## src/design/ccs_pkg.sv

```systemverilog
// Purpose: Shared constants and types for the charger control sequencer
// Assumes: 200 MHz clock; analog comparators arrive as pin levels
// Notes:   Times are kept in their printed unit, counts derived from them
package ccs_pkg;

  localparam int unsigned CLK_MHZ          = 200;
  localparam int unsigned ALERT_PULSE_US   = 128;
  localparam int unsigned ALERT_PULSE_CYC  = ALERT_PULSE_US * CLK_MHZ;
  localparam int unsigned OVP_DGL_US       = 32;
  localparam int unsigned OVP_DGL_CYC      = OVP_DGL_US * CLK_MHZ;
  localparam int unsigned UVLO_DGL_US      = 32;
  localparam int unsigned UVLO_DGL_CYC     = UVLO_DGL_US * CLK_MHZ;
  localparam int unsigned CNT_W            = 16;

  // Input voltage floor: code 0 = 4.2 V, step 100 mV, max code 7 = 4.9 V
  localparam logic [2:0]  FLOOR_CODE_MAX   = 3'h7;
  localparam logic [2:0]  FLOOR_CODE_RST   = 3'h0;
  // Input current limit: code 0 = 50 mA, step 50 mA, code 7 = 400 mA
  localparam logic [2:0]  INPUT_CURRENT_LIMIT_PIN_CODE_RST    = 3'h0;
  // Termination current code: 500 uA to 37 mA, code units of 500 uA
  localparam logic [6:0]  TERM_CODE_MIN    = 7'h01;
  localparam logic [6:0]  TERM_CODE_MAX    = 7'h4a;
  localparam logic [6:0]  TERM_CODE_RST    = 7'h14;
  // External termination: 0..3 = 5, 10, 15, 20 percent of charge current
  localparam logic [1:0]  TERM_PCT_RST     = 2'h1;

  typedef enum logic [2:0] {
    CCS_IDLE, CCS_CC, CCS_CV, CCS_DONE, CCS_FAULT
  } ccs_chg_e;

  // Analog comparator levels, all raw from pins
  typedef struct packed {
    logic vin_valid;
    logic vin_ovp;
    logic vin_uvlo;
    logic vin_at_floor;
    logic cell_at_reg;
    logic cur_below_taper;
    logic cell_above_rechg;
    logic in_cur_over_lim;
    logic mid_below_entry;
    logic mid_above_exit;
  } ccs_sense_s;

  // Host-side configuration
  typedef struct packed {
    logic       floor_en;
    logic [2:0] floor_code;
    logic       dbl_timer;
    logic       term_en;
    logic       chg_disable;
    logic [6:0] term_code;
    logic [2:0] input_current_limit_pin_code;
  } ccs_cfg_s;

  // Setting pins, straps: presence and decoded value
  typedef struct packed {
    logic       input_current_limit_pin_ext;
    logic [2:0] input_current_limit_pin_ext_code;
    logic       term_ext;
    logic [1:0] term_ext_pct;
    logic       charge_current_pin_ext;
  } ccs_strap_s;

  typedef struct packed {
    logic       floor_stat;
    logic       ovp_fault;
    logic       uvlo_fault;
    logic [2:0] progress;
    logic       host_mode;
    logic       supplement;
  } ccs_stat_s;

endpackage

```

## src/design/ccs_sequencer.sv

```systemverilog
// Behaviour
// - Floor function can be switched off by configuration.
// - Floor loop active sets status bit and inhibits termination.
// - Double timer option extends safety timer while floor loop active.
// - Deglitched overvoltage: fault, discharge path on, one alert pulse.
// - Overvoltage removed: clear progress field, resume normal operation.
// - Overvoltage fault bits stay until read after condition ends.
// - Deglitched undervoltage: fault, one alert pulse, progress and bits.
// - Undervoltage fault bits stay until read after condition ends.
// - Valid input and disable bit 1: discharge path off, no charging.
// - Writing 0 to disable bit starts charge; pin also controls charge.
// - Constant current until regulation voltage, then constant voltage.
// - Termination in CV when current tapers and cell above recharge.
// - Termination inhibited when any loop other than CV dominates.
// - Reduce input current when charge plus load exceed input limit.
// - Supplement mode enters and leaves on mid supply margins.
// - Default mode on valid input arrival or reset bit write.
// - Host write without a same-cycle reset bit or input arrival leaves default mode for host mode.
// - Default mode uses strap values or register defaults when grounded.
// - Register termination current from 500 uA to 37 mA.
// - External termination 5, 10, 15 or 20 percent of charge current.
// - Pre-charge current equals termination current.
// - Register input current limit 50 to 400 mA in 50 mA steps.
// - Host mode ignores external input limit; grounded pin uses register.
//
// Purpose: Charge control sequencer with fault detection and mode control
// Assumes: Comparator levels and straps arrive asynchronously from pins
// Notes:   Host writes arrive as one-cycle pulses from an I2C front end
`timescale 1ns/100ps

module ccs_sequencer
  import ccs_pkg::*;
#(
  parameter int unsigned ALERT_CYC = ALERT_PULSE_CYC,
  parameter int unsigned OVP_CYC   = OVP_DGL_CYC,
  parameter int unsigned UVLO_CYC  = UVLO_DGL_CYC
) (
  input  wire logic       clk_i,
  input  wire logic       sys_rst_i,
  input  wire ccs_sense_s sense_i,
  input  wire ccs_strap_s strap_i,
  input  wire logic       charge_disable_pin_i,
  input  wire ccs_cfg_s   cfg_wdata_i,
  input  wire logic       host_write_i,
  input  wire logic       host_reset_bit_i,
  input  wire logic       fault_read_i,
  output logic            host_alert_pulse_o,
  output logic            discharge_path_on_o,
  output logic            charge_path_on_o,
  output logic            cc_loop_o,
  output logic            cv_loop_o,
  output logic            in_cur_reduce_o,
  output logic            timer_half_rate_o,
  output logic [2:0]      input_current_limit_pin_code_o,
  output logic [6:0]      term_code_o,
  output logic [6:0]      prechg_code_o,
  output logic [1:0]      term_pct_o,
  output logic            term_use_pct_o,
  output logic [2:0]      floor_code_o,
  output ccs_stat_s       stat_o
);

  // Pin synchronisers
  ccs_sense_s sense_m_q;
  ccs_sense_s sense_q;
  logic       cdpin_m_q;
  logic       cdpin_q;
  ccs_strap_s strap_m_q;
  ccs_strap_s strap_q;

  always_ff @(posedge clk_i) begin
    sense_m_q <= sense_i;
    sense_q   <= sense_m_q;
  end

  always_ff @(posedge clk_i) begin
    cdpin_m_q <= charge_disable_pin_i;
    cdpin_q   <= cdpin_m_q;
  end

  always_ff @(posedge clk_i) begin
    strap_m_q <= strap_i;
    strap_q   <= strap_m_q;
  end

  // Deglitch counters, one per fault source
  logic [1:0] dgl_in;
  logic [1:0] dgl_hit;
  logic [CNT_W-1:0] dgl_lim [2];
  assign dgl_in[0]  = sense_q.vin_ovp;
  assign dgl_in[1]  = sense_q.vin_uvlo;
  assign dgl_lim[0] = CNT_W'(OVP_CYC);
  assign dgl_lim[1] = CNT_W'(UVLO_CYC);

  for (genvar g = 0; g < 2; g++) begin : g_dgl
    logic [CNT_W-1:0] cnt_q;
    logic             hit_q;
    always_ff @(posedge clk_i) begin
      if (sys_rst_i || !dgl_in[g]) begin
        cnt_q <= '0;
        hit_q <= 1'b0;
      end else if (cnt_q >= dgl_lim[g] - CNT_W'(1)) begin
        hit_q <= 1'b1;
      end else begin
        cnt_q <= cnt_q + CNT_W'(1);
      end
    end
    assign dgl_hit[g] = hit_q;
  end

  logic ovp_hit_q;
  logic uvlo_hit_q;
  logic vin_valid_q;
  always_ff @(posedge clk_i) begin
    if (sys_rst_i) begin
      ovp_hit_q   <= 1'b0;
      uvlo_hit_q  <= 1'b0;
      vin_valid_q <= 1'b0;
    end else begin
      ovp_hit_q   <= dgl_hit[0];
      uvlo_hit_q  <= dgl_hit[1];
      vin_valid_q <= sense_q.vin_valid;
    end
  end

  // Deglitch edges and input qualification
  wire ovp_rise  = dgl_hit[0] && !ovp_hit_q;
  wire ovp_fall  = !dgl_hit[0] && ovp_hit_q;
  wire uvlo_rise = dgl_hit[1] && !uvlo_hit_q;
  wire vin_arr   = sense_q.vin_valid && !vin_valid_q;
  wire in_fault  = dgl_hit[0] || dgl_hit[1];
  wire input_ok  = sense_q.vin_valid && !in_fault;

  // Sticky fault bits: set wins over a read clear
  logic ovp_flag_q;
  logic uvlo_flag_q;
  wire  ovp_clr  = fault_read_i && !dgl_hit[0];
  wire  uvlo_clr = fault_read_i && !dgl_hit[1];
  always_ff @(posedge clk_i) begin
    if (sys_rst_i) begin
      ovp_flag_q  <= 1'b0;
      uvlo_flag_q <= 1'b0;
    end else begin
      ovp_flag_q  <= ovp_rise  || (ovp_flag_q  && !ovp_clr);
      uvlo_flag_q <= uvlo_rise || (uvlo_flag_q && !uvlo_clr);
    end
  end

  // Alert pulse, one per fault entry
  logic [CNT_W-1:0] alert_cnt_q;
  logic             alert_q;
  wire              alert_start = ovp_rise || uvlo_rise;
  always_ff @(posedge clk_i) begin
    if (sys_rst_i) begin
      alert_cnt_q <= '0;
      alert_q     <= 1'b0;
    end else if (alert_start) begin
      alert_cnt_q <= CNT_W'(ALERT_CYC - 1);
      alert_q     <= 1'b1;
    end else if (alert_cnt_q != '0) begin
      alert_cnt_q <= alert_cnt_q - CNT_W'(1);
    end else begin
      alert_q     <= 1'b0;
    end
  end

  // Write data with out-of-range codes clamped
  wire      term_lo = cfg_wdata_i.term_code < TERM_CODE_MIN;
  wire      term_hi = cfg_wdata_i.term_code > TERM_CODE_MAX;
  ccs_cfg_s cfg_wr;
  always_comb begin
    cfg_wr = cfg_wdata_i;
    if (cfg_wdata_i.floor_code > FLOOR_CODE_MAX) begin
      cfg_wr.floor_code = FLOOR_CODE_MAX;
    end
    if (term_lo) begin
      cfg_wr.term_code = TERM_CODE_MIN;
    end else if (term_hi) begin
      cfg_wr.term_code = TERM_CODE_MAX;
    end
  end

  // Configuration and default / host mode
  ccs_cfg_s cfg_q;
  logic     host_mode_q;
  always_ff @(posedge clk_i) begin
    if (sys_rst_i || host_reset_bit_i || vin_arr) begin
      cfg_q.floor_en    <= 1'b1;
      cfg_q.floor_code  <= FLOOR_CODE_RST;
      cfg_q.dbl_timer   <= 1'b0;
      cfg_q.term_en     <= 1'b1;
      cfg_q.chg_disable <= 1'b0;
      cfg_q.term_code   <= TERM_CODE_RST;
      cfg_q.input_current_limit_pin_code   <= INPUT_CURRENT_LIMIT_PIN_CODE_RST;
      host_mode_q       <= 1'b0;
    end else if (host_write_i) begin
      cfg_q       <= cfg_wr;
      host_mode_q <= 1'b1;
    end
  end

  // Setting selection
  wire       use_ext_input_current_limit_pin = strap_q.input_current_limit_pin_ext && !host_mode_q;
  wire [2:0] input_current_limit_pin_sel = use_ext_input_current_limit_pin ? strap_q.input_current_limit_pin_ext_code
                                     : cfg_q.input_current_limit_pin_code;
  wire       use_ext_term = strap_q.term_ext && !host_mode_q;

  // Loop dominance and charge state
  wire floor_act = cfg_q.floor_en && sense_q.vin_at_floor;
  wire charge_en = !cfg_q.chg_disable && !cdpin_q;
  logic supp_q;
  wire  other_loop = floor_act || sense_q.in_cur_over_lim || supp_q;
  wire  term_ok = cfg_q.term_en && !other_loop && sense_q.cur_below_taper
                  && sense_q.cell_above_rechg;

  always_ff @(posedge clk_i) begin
    if (sys_rst_i) begin
      supp_q <= 1'b0;
    end else if (sense_q.mid_below_entry) begin
      supp_q <= 1'b1;
    end else if (sense_q.mid_above_exit) begin
      supp_q <= 1'b0;
    end
  end

  // Charge state; faults and disables override the step
  ccs_chg_e st_q;
  ccs_chg_e st_d;
  always_comb begin
    st_d = st_q;
    unique case (st_q)
      CCS_IDLE: if (input_ok && charge_en) begin
        st_d = CCS_CC;
      end
      CCS_CC: if (sense_q.cell_at_reg) begin
        st_d = CCS_CV;
      end
      CCS_CV: if (term_ok) begin
        st_d = CCS_DONE;
      end
      CCS_DONE: if (!sense_q.cell_above_rechg) begin
        st_d = CCS_CC;
      end
      CCS_FAULT: if (!in_fault) begin
        st_d = CCS_IDLE;
      end
    endcase
    if (in_fault) begin
      st_d = CCS_FAULT;
    end else if (st_q != CCS_FAULT && (!input_ok || !charge_en)) begin
      st_d = CCS_IDLE;
    end
  end

  // Progress code: 0 idle, 1 charging, 2 done, 4 fault
  logic [2:0] prog_d;
  logic [2:0] prog_q;
  always_comb begin
    prog_d = {1'b0, st_d == CCS_DONE, st_d == CCS_CC || st_d == CCS_CV};
    if (ovp_fall) begin
      prog_d = 3'h0;
    end else if (st_d == CCS_FAULT) begin
      prog_d = 3'h4;
    end
  end

  always_ff @(posedge clk_i) begin
    if (sys_rst_i) begin
      st_q   <= CCS_IDLE;
      prog_q <= 3'h0;
    end else begin
      st_q   <= st_d;
      prog_q <= prog_d;
    end
  end

  // Alert and path outputs
  always_ff @(posedge clk_i) begin
    if (sys_rst_i) begin
      host_alert_pulse_o  <= 1'b0;
      discharge_path_on_o <= 1'b0;
      charge_path_on_o    <= 1'b0;
    end else begin
      host_alert_pulse_o  <= alert_q;
      // Discharge on in fault or supplement; off when input feeds load
      discharge_path_on_o <= in_fault || supp_q
                             || !sense_q.vin_valid;
      charge_path_on_o    <= st_q == CCS_CC || st_q == CCS_CV;
    end
  end

  // Loop indications
  always_ff @(posedge clk_i) begin
    if (sys_rst_i) begin
      cc_loop_o         <= 1'b0;
      cv_loop_o         <= 1'b0;
      in_cur_reduce_o   <= 1'b0;
      timer_half_rate_o <= 1'b0;
    end else begin
      cc_loop_o         <= st_q == CCS_CC;
      cv_loop_o         <= st_q == CCS_CV;
      in_cur_reduce_o   <= floor_act
                           || sense_q.in_cur_over_lim;
      timer_half_rate_o <= cfg_q.dbl_timer && floor_act;
    end
  end

  // Selected settings
  always_ff @(posedge clk_i) begin
    if (sys_rst_i) begin
      input_current_limit_pin_code_o    <= INPUT_CURRENT_LIMIT_PIN_CODE_RST;
      term_code_o    <= TERM_CODE_RST;
      prechg_code_o  <= TERM_CODE_RST;
      term_pct_o     <= TERM_PCT_RST;
      term_use_pct_o <= 1'b0;
      floor_code_o   <= FLOOR_CODE_RST;
    end else begin
      input_current_limit_pin_code_o    <= input_current_limit_pin_sel;
      term_code_o    <= cfg_q.term_code;
      prechg_code_o  <= cfg_q.term_code;
      term_pct_o     <= strap_q.term_ext_pct;
      term_use_pct_o <= use_ext_term;
      floor_code_o   <= cfg_q.floor_code;
    end
  end

  // Status word
  always_ff @(posedge clk_i) begin
    if (sys_rst_i) begin
      stat_o <= '0;
    end else begin
      stat_o.floor_stat <= floor_act;
      stat_o.ovp_fault  <= ovp_flag_q;
      stat_o.uvlo_fault <= uvlo_flag_q;
      stat_o.progress   <= prog_q;
      stat_o.host_mode  <= host_mode_q;
      stat_o.supplement <= supp_q;
    end
  end

endmodule

```

## config.mk

```make
export PLATFORM = sky130hd
export DESIGN_NAME = ccs_sequencer
export DESIGN_NICKNAME = d
export VERILOG_FILES = /design/src/design/ccs_pkg.sv /design/src/design/ccs_sequencer.sv
export SDC_FILE = /design/constraint.sdc
export NUM_CORES = 1
export LEC_CHECK = 0
export BUFFER_PORTS_ARGS = -buffer_cell sky130_fd_sc_hd__buf_2
export CORE_MARGIN = 2
export CORE_UTILIZATION = 60
export DETAILED_ROUTE_END_ITERATION = 10
export PLACE_DENSITY = 0.84
export SKIP_CTS_REPAIR_TIMING = 1
export SLEW_MARGIN = 10
export SYNTH_ARGS = -nofsm -noshare
export SYNTH_HDL_FRONTEND = slang
export SYNTH_SLANG_ARGS = --single-unit
```

## constraint.sdc

```tcl
create_clock -name clk_i -period 5.6 [get_ports clk_i]
set_clock_uncertainty 0.1 [all_clocks]
set_input_delay 1.12 -clock clk_i [delete_from_list [all_inputs] [get_ports clk_i]]
set_output_delay 1.12 -clock clk_i [all_outputs]
set_load 0.1 [all_outputs]
```

======== Yosys cells after proc, flatten, opt, wreduce, memory -nomap -nowiden ========
Cells that the tools add are included.
word-level totals
  output and inout port bits .............. 38
  bits in registers ....................... 148
  logic and storage cells ................. 166
  input bits .............................. 41
cells by class
  muxes and demuxes ....................... 18
  reductions and logical operators ........ 58
  eq/ne operators ......................... 10
  $lt $le $gt $ge ......................... 5
  add/subtract/negate cells ............... 3
operator list
  operator                                                count
  adder 16 x 1 -> 16 bit (second input constant)          2
  >= comparator 16 x 13 -> 1 bit (second input constant)  2
  2-to-1 mux 15 bit                                       2
  2-to-1 mux 3 bit                                        9
  logical AND 1 bit                                       19
  logical NOT 1 bit                                       17
  nonzero test 16 bit                                     1
  subtractor 16 x 1 -> 16 bit (second input constant)     1
  logical OR 1 bit                                        15
  case mux 3 bit (5 select lines)                         1
  2-to-1 mux 7 bit                                        2
  equality test 3 x 2 -> 1 bit (second input constant)    4
  > comparator 7 bit (second input constant)              1
  < comparator 7 x 1 -> 1 bit (second input constant)     1
  equality test 3 x 1 -> 1 bit (second input constant)    2
  equality test 3 bit (second input constant)             2
  2-to-1 mux 1 bit                                        4
  nonzero test 2 bit                                      2
  OR reduction 2 bit                                      2
  > comparator 3 bit (second input constant)              1
  logical NOT 3 bit                                       1
  != test 3 bit (second input constant)                   1
  OR reduction 3 bit                                      1
  != test 2 bit (second input constant)                   1

======== Logic depth before layout (Yosys ltp) ========
Gate-level depths: netlist (run 1).
  depth in word-level cells ............... 14
  mapped depth ............................ 8
  mapped depth without buffers ............ 7

======== Worst setup path before layout (run 1) ========
OpenSTA, ideal clock, no wires.
  kind .................................... reg2out
  start point ............................. register prechg_code_o[0] (netlist name)
  end point ............................... output term_code_o[0]
  cell stages (with the launch flop) ...... 2
  path slack .............................. 3.024 ns
  buffers on the path ..................... 1
  required time ........................... 4.380 ns
  arrival time ............................ 1.356 ns
  cell sequence ........................... dfxtp_1 > buf_4
RTL lines
  element    line                 RTL
  to (decl)  ccs_sequencer.sv:55  output logic [6:0] term_code_o,

==> results of run 1 <==
==> layout make-up <==
| type | instances | share of cell area, % |
|---|---|---|
| Sequential cell | 148 | 48.3 |
| Tap cell | 105 | 2.14 |
| Timing Repair Buffer | 78 | 6.41 |
| Clock buffer | 17 | 6.76 |
| Inverter | 15 | 0.919 |
| Clock inverter | 15 | 2.86 |
| Multi-Input combinational cell | 328 | 32.6 |
==> state kept, by name, summed over array words and instances (netlist names), 8 cells and up <==
register,flops
g_dgl.cnt_q,32
cfg_q,17
alert_cnt_q,16
sense_m_q,10
sense_q,8
stat_o,8
==> cells in the mapped netlist (2+ instances only) <==
cell	n
a2111o_1	2
a2111oi_0	2
a211oi_1	5
a21boi_0	2
a21oi_1	34
a22oi_1	2
a311oi_1	2
a31oi_1	7
and2_1	8
and3_1	3
buf_1	3
buf_4	7
clkbuf_1	13
dfxtp_1	148
ha_1	3
inv_1	15
mux2i_1	14
nand2_1	31
nand2b_1	8
nand3_1	17
nand3b_1	2
nand4_1	5
nor2_1	57
nor2b_1	20
nor3_1	16
nor3b_1	5
nor4_1	4
o211ai_1	5
o21ai_0	13
o31ai_1	5
or2_2	5
or3_1	5
or4_1	2
xnor2_1	18
xor2_1	9
==> power groups by stage <==
stage	clock network (W)	registers [W]	logic, W
floorplan	0	0.00123	0.000362
detailed placement	0	0.00120	0.000496
global placement	0	0.00120	0.000474
finish	0.00112	0.00118	0.000508
global route	0.00118	0.00119	0.000556
CTS	0.00113	0.00118	0.000506
==> how the worst max path moves through the flow <==
stage                         endpoint  slack [ns]
floorplan               term_code_o[0]        3.02
global placement    g_dgl[0].cnt_q[11]        2.69
detailed placement  g_dgl[0].cnt_q[11]        2.65
CTS                     term_code_o[6]        3.06
global route            term_code_o[6]        3.03
finish                  term_code_o[6]        3.07
==> cells by family after synthesis <==
logic type	after synthesis	synth area share (%)
and+or+nand+nor	199	20.5
DFF	148	57.8
AOI/OAI and AO/OA	84	10.2
buffers and inverters	38	3.29
xor gates and xnor gates	27	4.61
muxes	15	2.95
adders and majority gates	3	0.732
==> layout by cell type, fill, tap and decap left out, types with 6 or more instances in the layout <==
cell / n
a21oi_1: 34
a31oi_1: 7
and2_1: 8
buf_2: 77
clkbuf_16: 16
dfxtp_1: 148
inv_1: 15
inv_6: 7
inv_8: 6
mux2i_1: 14
nand2_1: 31
nand2b_1: 8
nand3_1: 17
nor2_1: 57
nor2b_1: 20
nor3_1: 16
o21ai_0: 13
xnor2_1: 18
xor2_1: 9
==> routing by layer <==
layer | part of all wire, % | up-vias | GRT usage (%)
met5 | 0 | - | 0
met1 | 42 | 1815 | 28.1
li1 | - | 1920 | -
met4 | 3.1 | 0 | 13.8
met2 | 50 | 124 | 38.7
met3 | 4.9 | 31 | 6.83
==> through the flow <==
step / cell area [um2] / setup slack, ns / std cells
6_report: 6130 / 3.07 / 706
5_1_grt: 6130 / 3.03 / 706
4_1_cts: 6130 / 3.06 / 706
3_5_place_dp: 5540 / 2.65 / 674
3_3_place_gp: 5540 / 2.69 / 674
2_1_floorplan: 5130 / 3.02 / 514
==> out/results.txt, run 1 <==
hold depth -> 0
CP peak stage delay -> 0.45 ns
sequential cell area -> 0.00296 mm2
Port-buffer cells -> 77
cell family with most CP delay -> buffers and inverters
area share of the largest cell type after synthesis -> 57.8%
crit path max fanout -> 2
WL final -> 10300 um
R2R Path End -> alert_cnt_q[5]
vias in the first global route -> 3772
first-pass GRT wire length -> 16800 um
CTS Buffer Depth -> 2
CP Capture Type -> primary output
CTS Sinks -> 148
post-synthesis cell type count -> 52
status -> finished clean
Syn Inst Count -> 514
Setup violations, final -> 0
R2R cell count -> 7
Setup CP Type -> reg2out
CP cell instances -> buf_2
fin crit period -> 2.53 ns
DRC viols -> 0
Worst EP arrival -> 1.31 ns
Post-synth EDFFs -> 0
total number of vias -> 3890
chip height -> 96.4 um
grt ovf -> 0
Seq cells post-synth -> 148
Core Footprint -> 0.00826 mm2
Die Area -> 0.00930 mm2
slowest cell on the critical path -> buf_2
Hold Startpoint -> sense_m_q[9]
clock tree root driver cell -> clkbuf_8
CP Launch Type -> register
fraction of registers with async set/reset -> 0%
Overall Global Routing Usage -> 23.8%
cell taking the most area after synthesis -> dfxtp_1
critical path depth in cells -> 1
H-Tree Depth -> 4
Clock Latency Late Sink -> 0.52 ns
Max Slew Vio Count -> 0
fin crit share -> 45.3%
post-synthesis area per instance -> 9.98 um2
initial antenna violation count -> 0
antenna viol nets, final -> 0
Final Hold Viols -> 0
Yosys warnings -> 0
Cell Area, Synth -> 0.00513 mm2
utilization after layout -> 74.2%
CTS tree -> yes
maxcap violations -> 0
sw frac -> 30.8%
Rows -> 33
initial cell density of the core -> 62.1%
area occupied by multi-input gates -> 0.00200 mm2
Avg WL per Cell -> 14.6 um
Slew @ Worst Pin -> 1.08 ns
Setup crit start -> prechg_code_o[6]
sum of negative setup slack -> 0 ns
Clock Pin Slew Worst Setup and Hold Paths -> 0.07 ns
Hold EP -> sense_q[9]
Hold Path Class -> reg2reg
DR iter-0 viols -> 192
buffers and inverters on the worst path -> 1
maximum number of pins on one net before global-route repair -> 63
Comb power frac -> 18.1%
Seq/Total Area, Yosys -> 57.8%
internal power -> 0.00194 W
leading post-synthesis cells by cell area -> dfxtp_1, nor2_1, a21oi_1, xnor2_1, mux2i_1
unrepaired setup endpoints after global routing -> false
R2R Setup Slk -> 3.46 ns
Final #Nets -> 632
sequential share of power -> 42.1%
total chip power -> 0.00281 W
Net Count, Synth -> 558
IO Pins -> 79
ANT cells -> 0
share of layout cells above drive strength 1 -> 20.3%
CTS Buf Count -> 17
Vias/cell -> 5.51
Achievable Freq -> 395 MHz
PwrDens -> 458 mW/mm2
Placer Congestion -> 0.826
fillers -> 559
worst hold slack -> 0.228 ns
FF-to-FF Start -> alert_cnt_q[0]
top_reg_cell synth -> dfxtp_1
Area Growth Syn to Fin -> 19.5%
DRT Pass-1 Iters -> 5
chip width -> 96.4 um
share of total power in the clock network -> 39.8%
max_slew headroom -> 28.0%
Leak -> 2.56 nW
VDD IR-drop max -> 0.296 mV
Net Switching -> 0.000865 W
dpl hpwl -> 6650 um
Crit path required time -> 4.38 ns
No activity file was read; power rests on OpenSTA's default activity.
==> run 2: changes to the inputs <==
- CORE_UTILIZATION: 60 -> 50
- PLACE_DENSITY: 0.84 -> 0.74
- clock period: 5.6 -> 2.1 ns (I/O delays scaled with it)
==> run 2 against run 1 <==
Compared with the run above:
- non-clock buffer count up 28
- setup slack worse by 2.9 ns
- clock power up 150%
- via count down 0.57%
- die area up 19%
- combinational power rose to 2.8 times the previous value
- flip-flop and latch count unchanged
- hold slack worse by 0.21 ns
- design area up 4.1%
==> out/results.txt, run 2 (same netlist as run 1, synthesis figures left out) <==
Overall Global Routing Usage -> 18.6% (was 23.8%)
IO Pins -> 79 (unchanged)
commonest non-fill, non-tap cell in the layout -> dfxtp_1 (unchanged)
slowest cell on the critical path -> or4_1 (was buf_2)
Slew @ Worst Pin -> 0.677 ns (was 1.08 ns)
fin crit period -> 1.97 ns
clock tree root driver cell -> clkbuf_8 (unchanged)
worst hold slack -> 0.0143 ns (was 0.228 ns)
Final #Nets -> 660 (was 632)
grt ovf -> 0 (unchanged)
non-filler instance count after layout -> 762 (was 706)
Vias/cell -> 5.08 (was 5.51)
Placer Congestion -> 0.859 (was 0.826)
Clock Pin Slew Worst Setup and Hold Paths -> 0.07 ns (about the same)
Inst Count DP -> 711 (was 674)
Port-buffer cells -> 77 (unchanged)
maximum number of pins on one net before global-route repair -> 30 (was 63)
vias in the first global route -> 3623 (was 3772)
Leak -> 2.66 nW (was 2.56 nW)
share of total power in the clock network -> 37.7% (was 39.8%)
internal power -> 0.00513 W (was 0.00194 W)
Worst EP arrival -> 2.32 ns (was 1.31 ns)
CTS Buffer Depth -> 2 (unchanged)
Max Slew Vio Count -> 0 (unchanged)
dpl hpwl -> 6680 um (was 6650 um)
Net Switching -> 0.00221 W (was 0.000865 W)
DRC viols -> 0 (unchanged)
DRT Pass-1 Iters -> 4 (was 5)
total chip power -> 0.00734 W (was 0.00281 W)
Core Footprint -> 0.00986 mm2 (was 0.00826 mm2)
H-Tree Depth -> 4 (unchanged)
CP peak stage delay -> 0.61 ns (was 0.45 ns)
Largest register FFs -> 32 (unchanged)
unrepaired setup endpoints after global routing -> false (unchanged)
sequential share of power -> 42.8% (was 42.1%)
CP Launch Type -> register (unchanged)
Hold Path Class -> in2reg (was reg2reg)
chip height -> 105 um (was 96.4 um)
CP Capture Type -> register (was primary output)
Setup violations, final -> 0 (unchanged)
Comb power frac -> 19.5% (was 18.1%)
CTS Buf Count -> 17 (unchanged)
WL final -> 10000 um (was 10300 um)
Worst Slack Setup Final -> 0.131 ns (was 3.07 ns)
initial antenna violation count -> 0 (unchanged)
Rows -> 36 (was 33)
Crit path required time -> 2.45 ns (was 4.38 ns)
maxcap violations -> 0 (unchanged)
CP cell instances -> or4_1, nor2_1, o311ai_1, xor2_1, a21oi_1 (was buf_2)
Clock Latency Late Sink -> 0.53 ns (was 0.52 ns)
PwrDens -> 1150 mW/mm2 (was 458 mW/mm2)
most frequent cells in the layout -> dfxtp_1, buf_2, nor2_1 (unchanged)
Setup CP Type -> reg2reg (was reg2out)
CTS Sinks -> 148 (unchanged)
sum of negative setup slack -> 0 ns (unchanged)
Top reg by flops -> g_dgl.cnt_q (unchanged)
fin crit share -> 93.8%
antenna viol nets, final -> 0 (unchanged)
Largest regs -> g_dgl.cnt_q (32), cfg_q (17), alert_cnt_q (16) (unchanged)
Post-Place Setup Slack -> 0.165 ns (was 2.65 ns)
max_slew headroom -> 54.4% (was 28.0%)
crit path max fanout -> 5 (was 2)
share of layout cells above drive strength 1 -> 20.8% (was 20.3%)
CTS tree -> yes (unchanged)
Final Hold Viols -> 0 (unchanged)
Area Growth Syn to Fin -> 24.5% (was 19.5%)
sw frac -> 30.1% (was 30.8%)
first-pass GRT wire length -> 16500 um (was 16800 um)
chip width -> 105 um (was 96.4 um)
ANT cells -> 0 (unchanged)
VDD IR-drop max -> 0.745 mV (was 0.296 mV)
DR iter-0 viols -> 124 (was 192)
total number of vias -> 3868 (was 3890)
Achievable Freq -> 508 MHz
Avg WL per Cell -> 13.1 um (was 14.6 um)
Die Area -> 0.0111 mm2 (was 0.00930 mm2)
status -> finished clean (unchanged)
initial cell density of the core -> 52.0% (was 62.1%)
[run 2: stage by stage]
stage | util, % | area [um2]
2_1_floorplan | - | 5130
3_3_place_gp | 57.2 | 5640
3_5_place_dp | 57.2 | 5640
5_1_grt | 64.7 | 6380
6_report | 64.7 | 6380
4_1_cts | 62.8 | 6190
[run 2: layout make-up]
class,count,area [um2]
fillers,766,3480
flip-flops and latches,148,2960
multi-input cells,328,2000
repair buffers,106,648
clock buffers,18,418
well taps,133,166
clock inverters,14,134
inverters,15,56.3
[run 2: worst paths after layout]
check	startpoint	to	slack [ns]	depth (start not counted)
max reg2reg	alert_cnt_q[0]	alert_cnt_q[9]	0.13	5
max	alert_cnt_q[0]	alert_cnt_q[9]	0.13	5
min	cfg_wdata_i[16]	cfg_q[16]	0.01	3
min reg2reg	sense_m_q[8]	dgl_in[0]	0.23	0
[run 2: power by group through the flow]
| stage | sequential, W | combinational [W] | clock, W |
|---|---|---|---|
| floorplan | 0.00329 | 0.000964 | 0 |
| global placement | 0.00319 | 0.00136 | 0 |
| detailed placement | 0.00320 | 0.00138 | 0 |
| CTS | 0.00314 | 0.00140 | 0.00282 |
| global route | 0.00317 | 0.00158 | 0.00295 |
| finish | 0.00314 | 0.00143 | 0.00277 |
[run 2: critical path: cells and delay by family (launching register included)]
family	cells	cell delay, ns
AO/OA/AOI/OAI	2	0.35
XOR/XNOR	1	0.17
flip-flops	1	0.34
AND/OR/NAND/NOR	2	0.93
[run 2: metal layers]
| metal | vias to the layer above | GRT usage, % | part of all wire [%] |
|---|---|---|---|
| met5 | - | 0 | 0 |
| met4 | 0 | 7.52 | 1.1 |
| met3 | 9 | 6.56 | 3.6 |
| met2 | 77 | 29.8 | 49 |
| met1 | 1816 | 22.9 | 46 |
| li1 | 1966 | - | - |
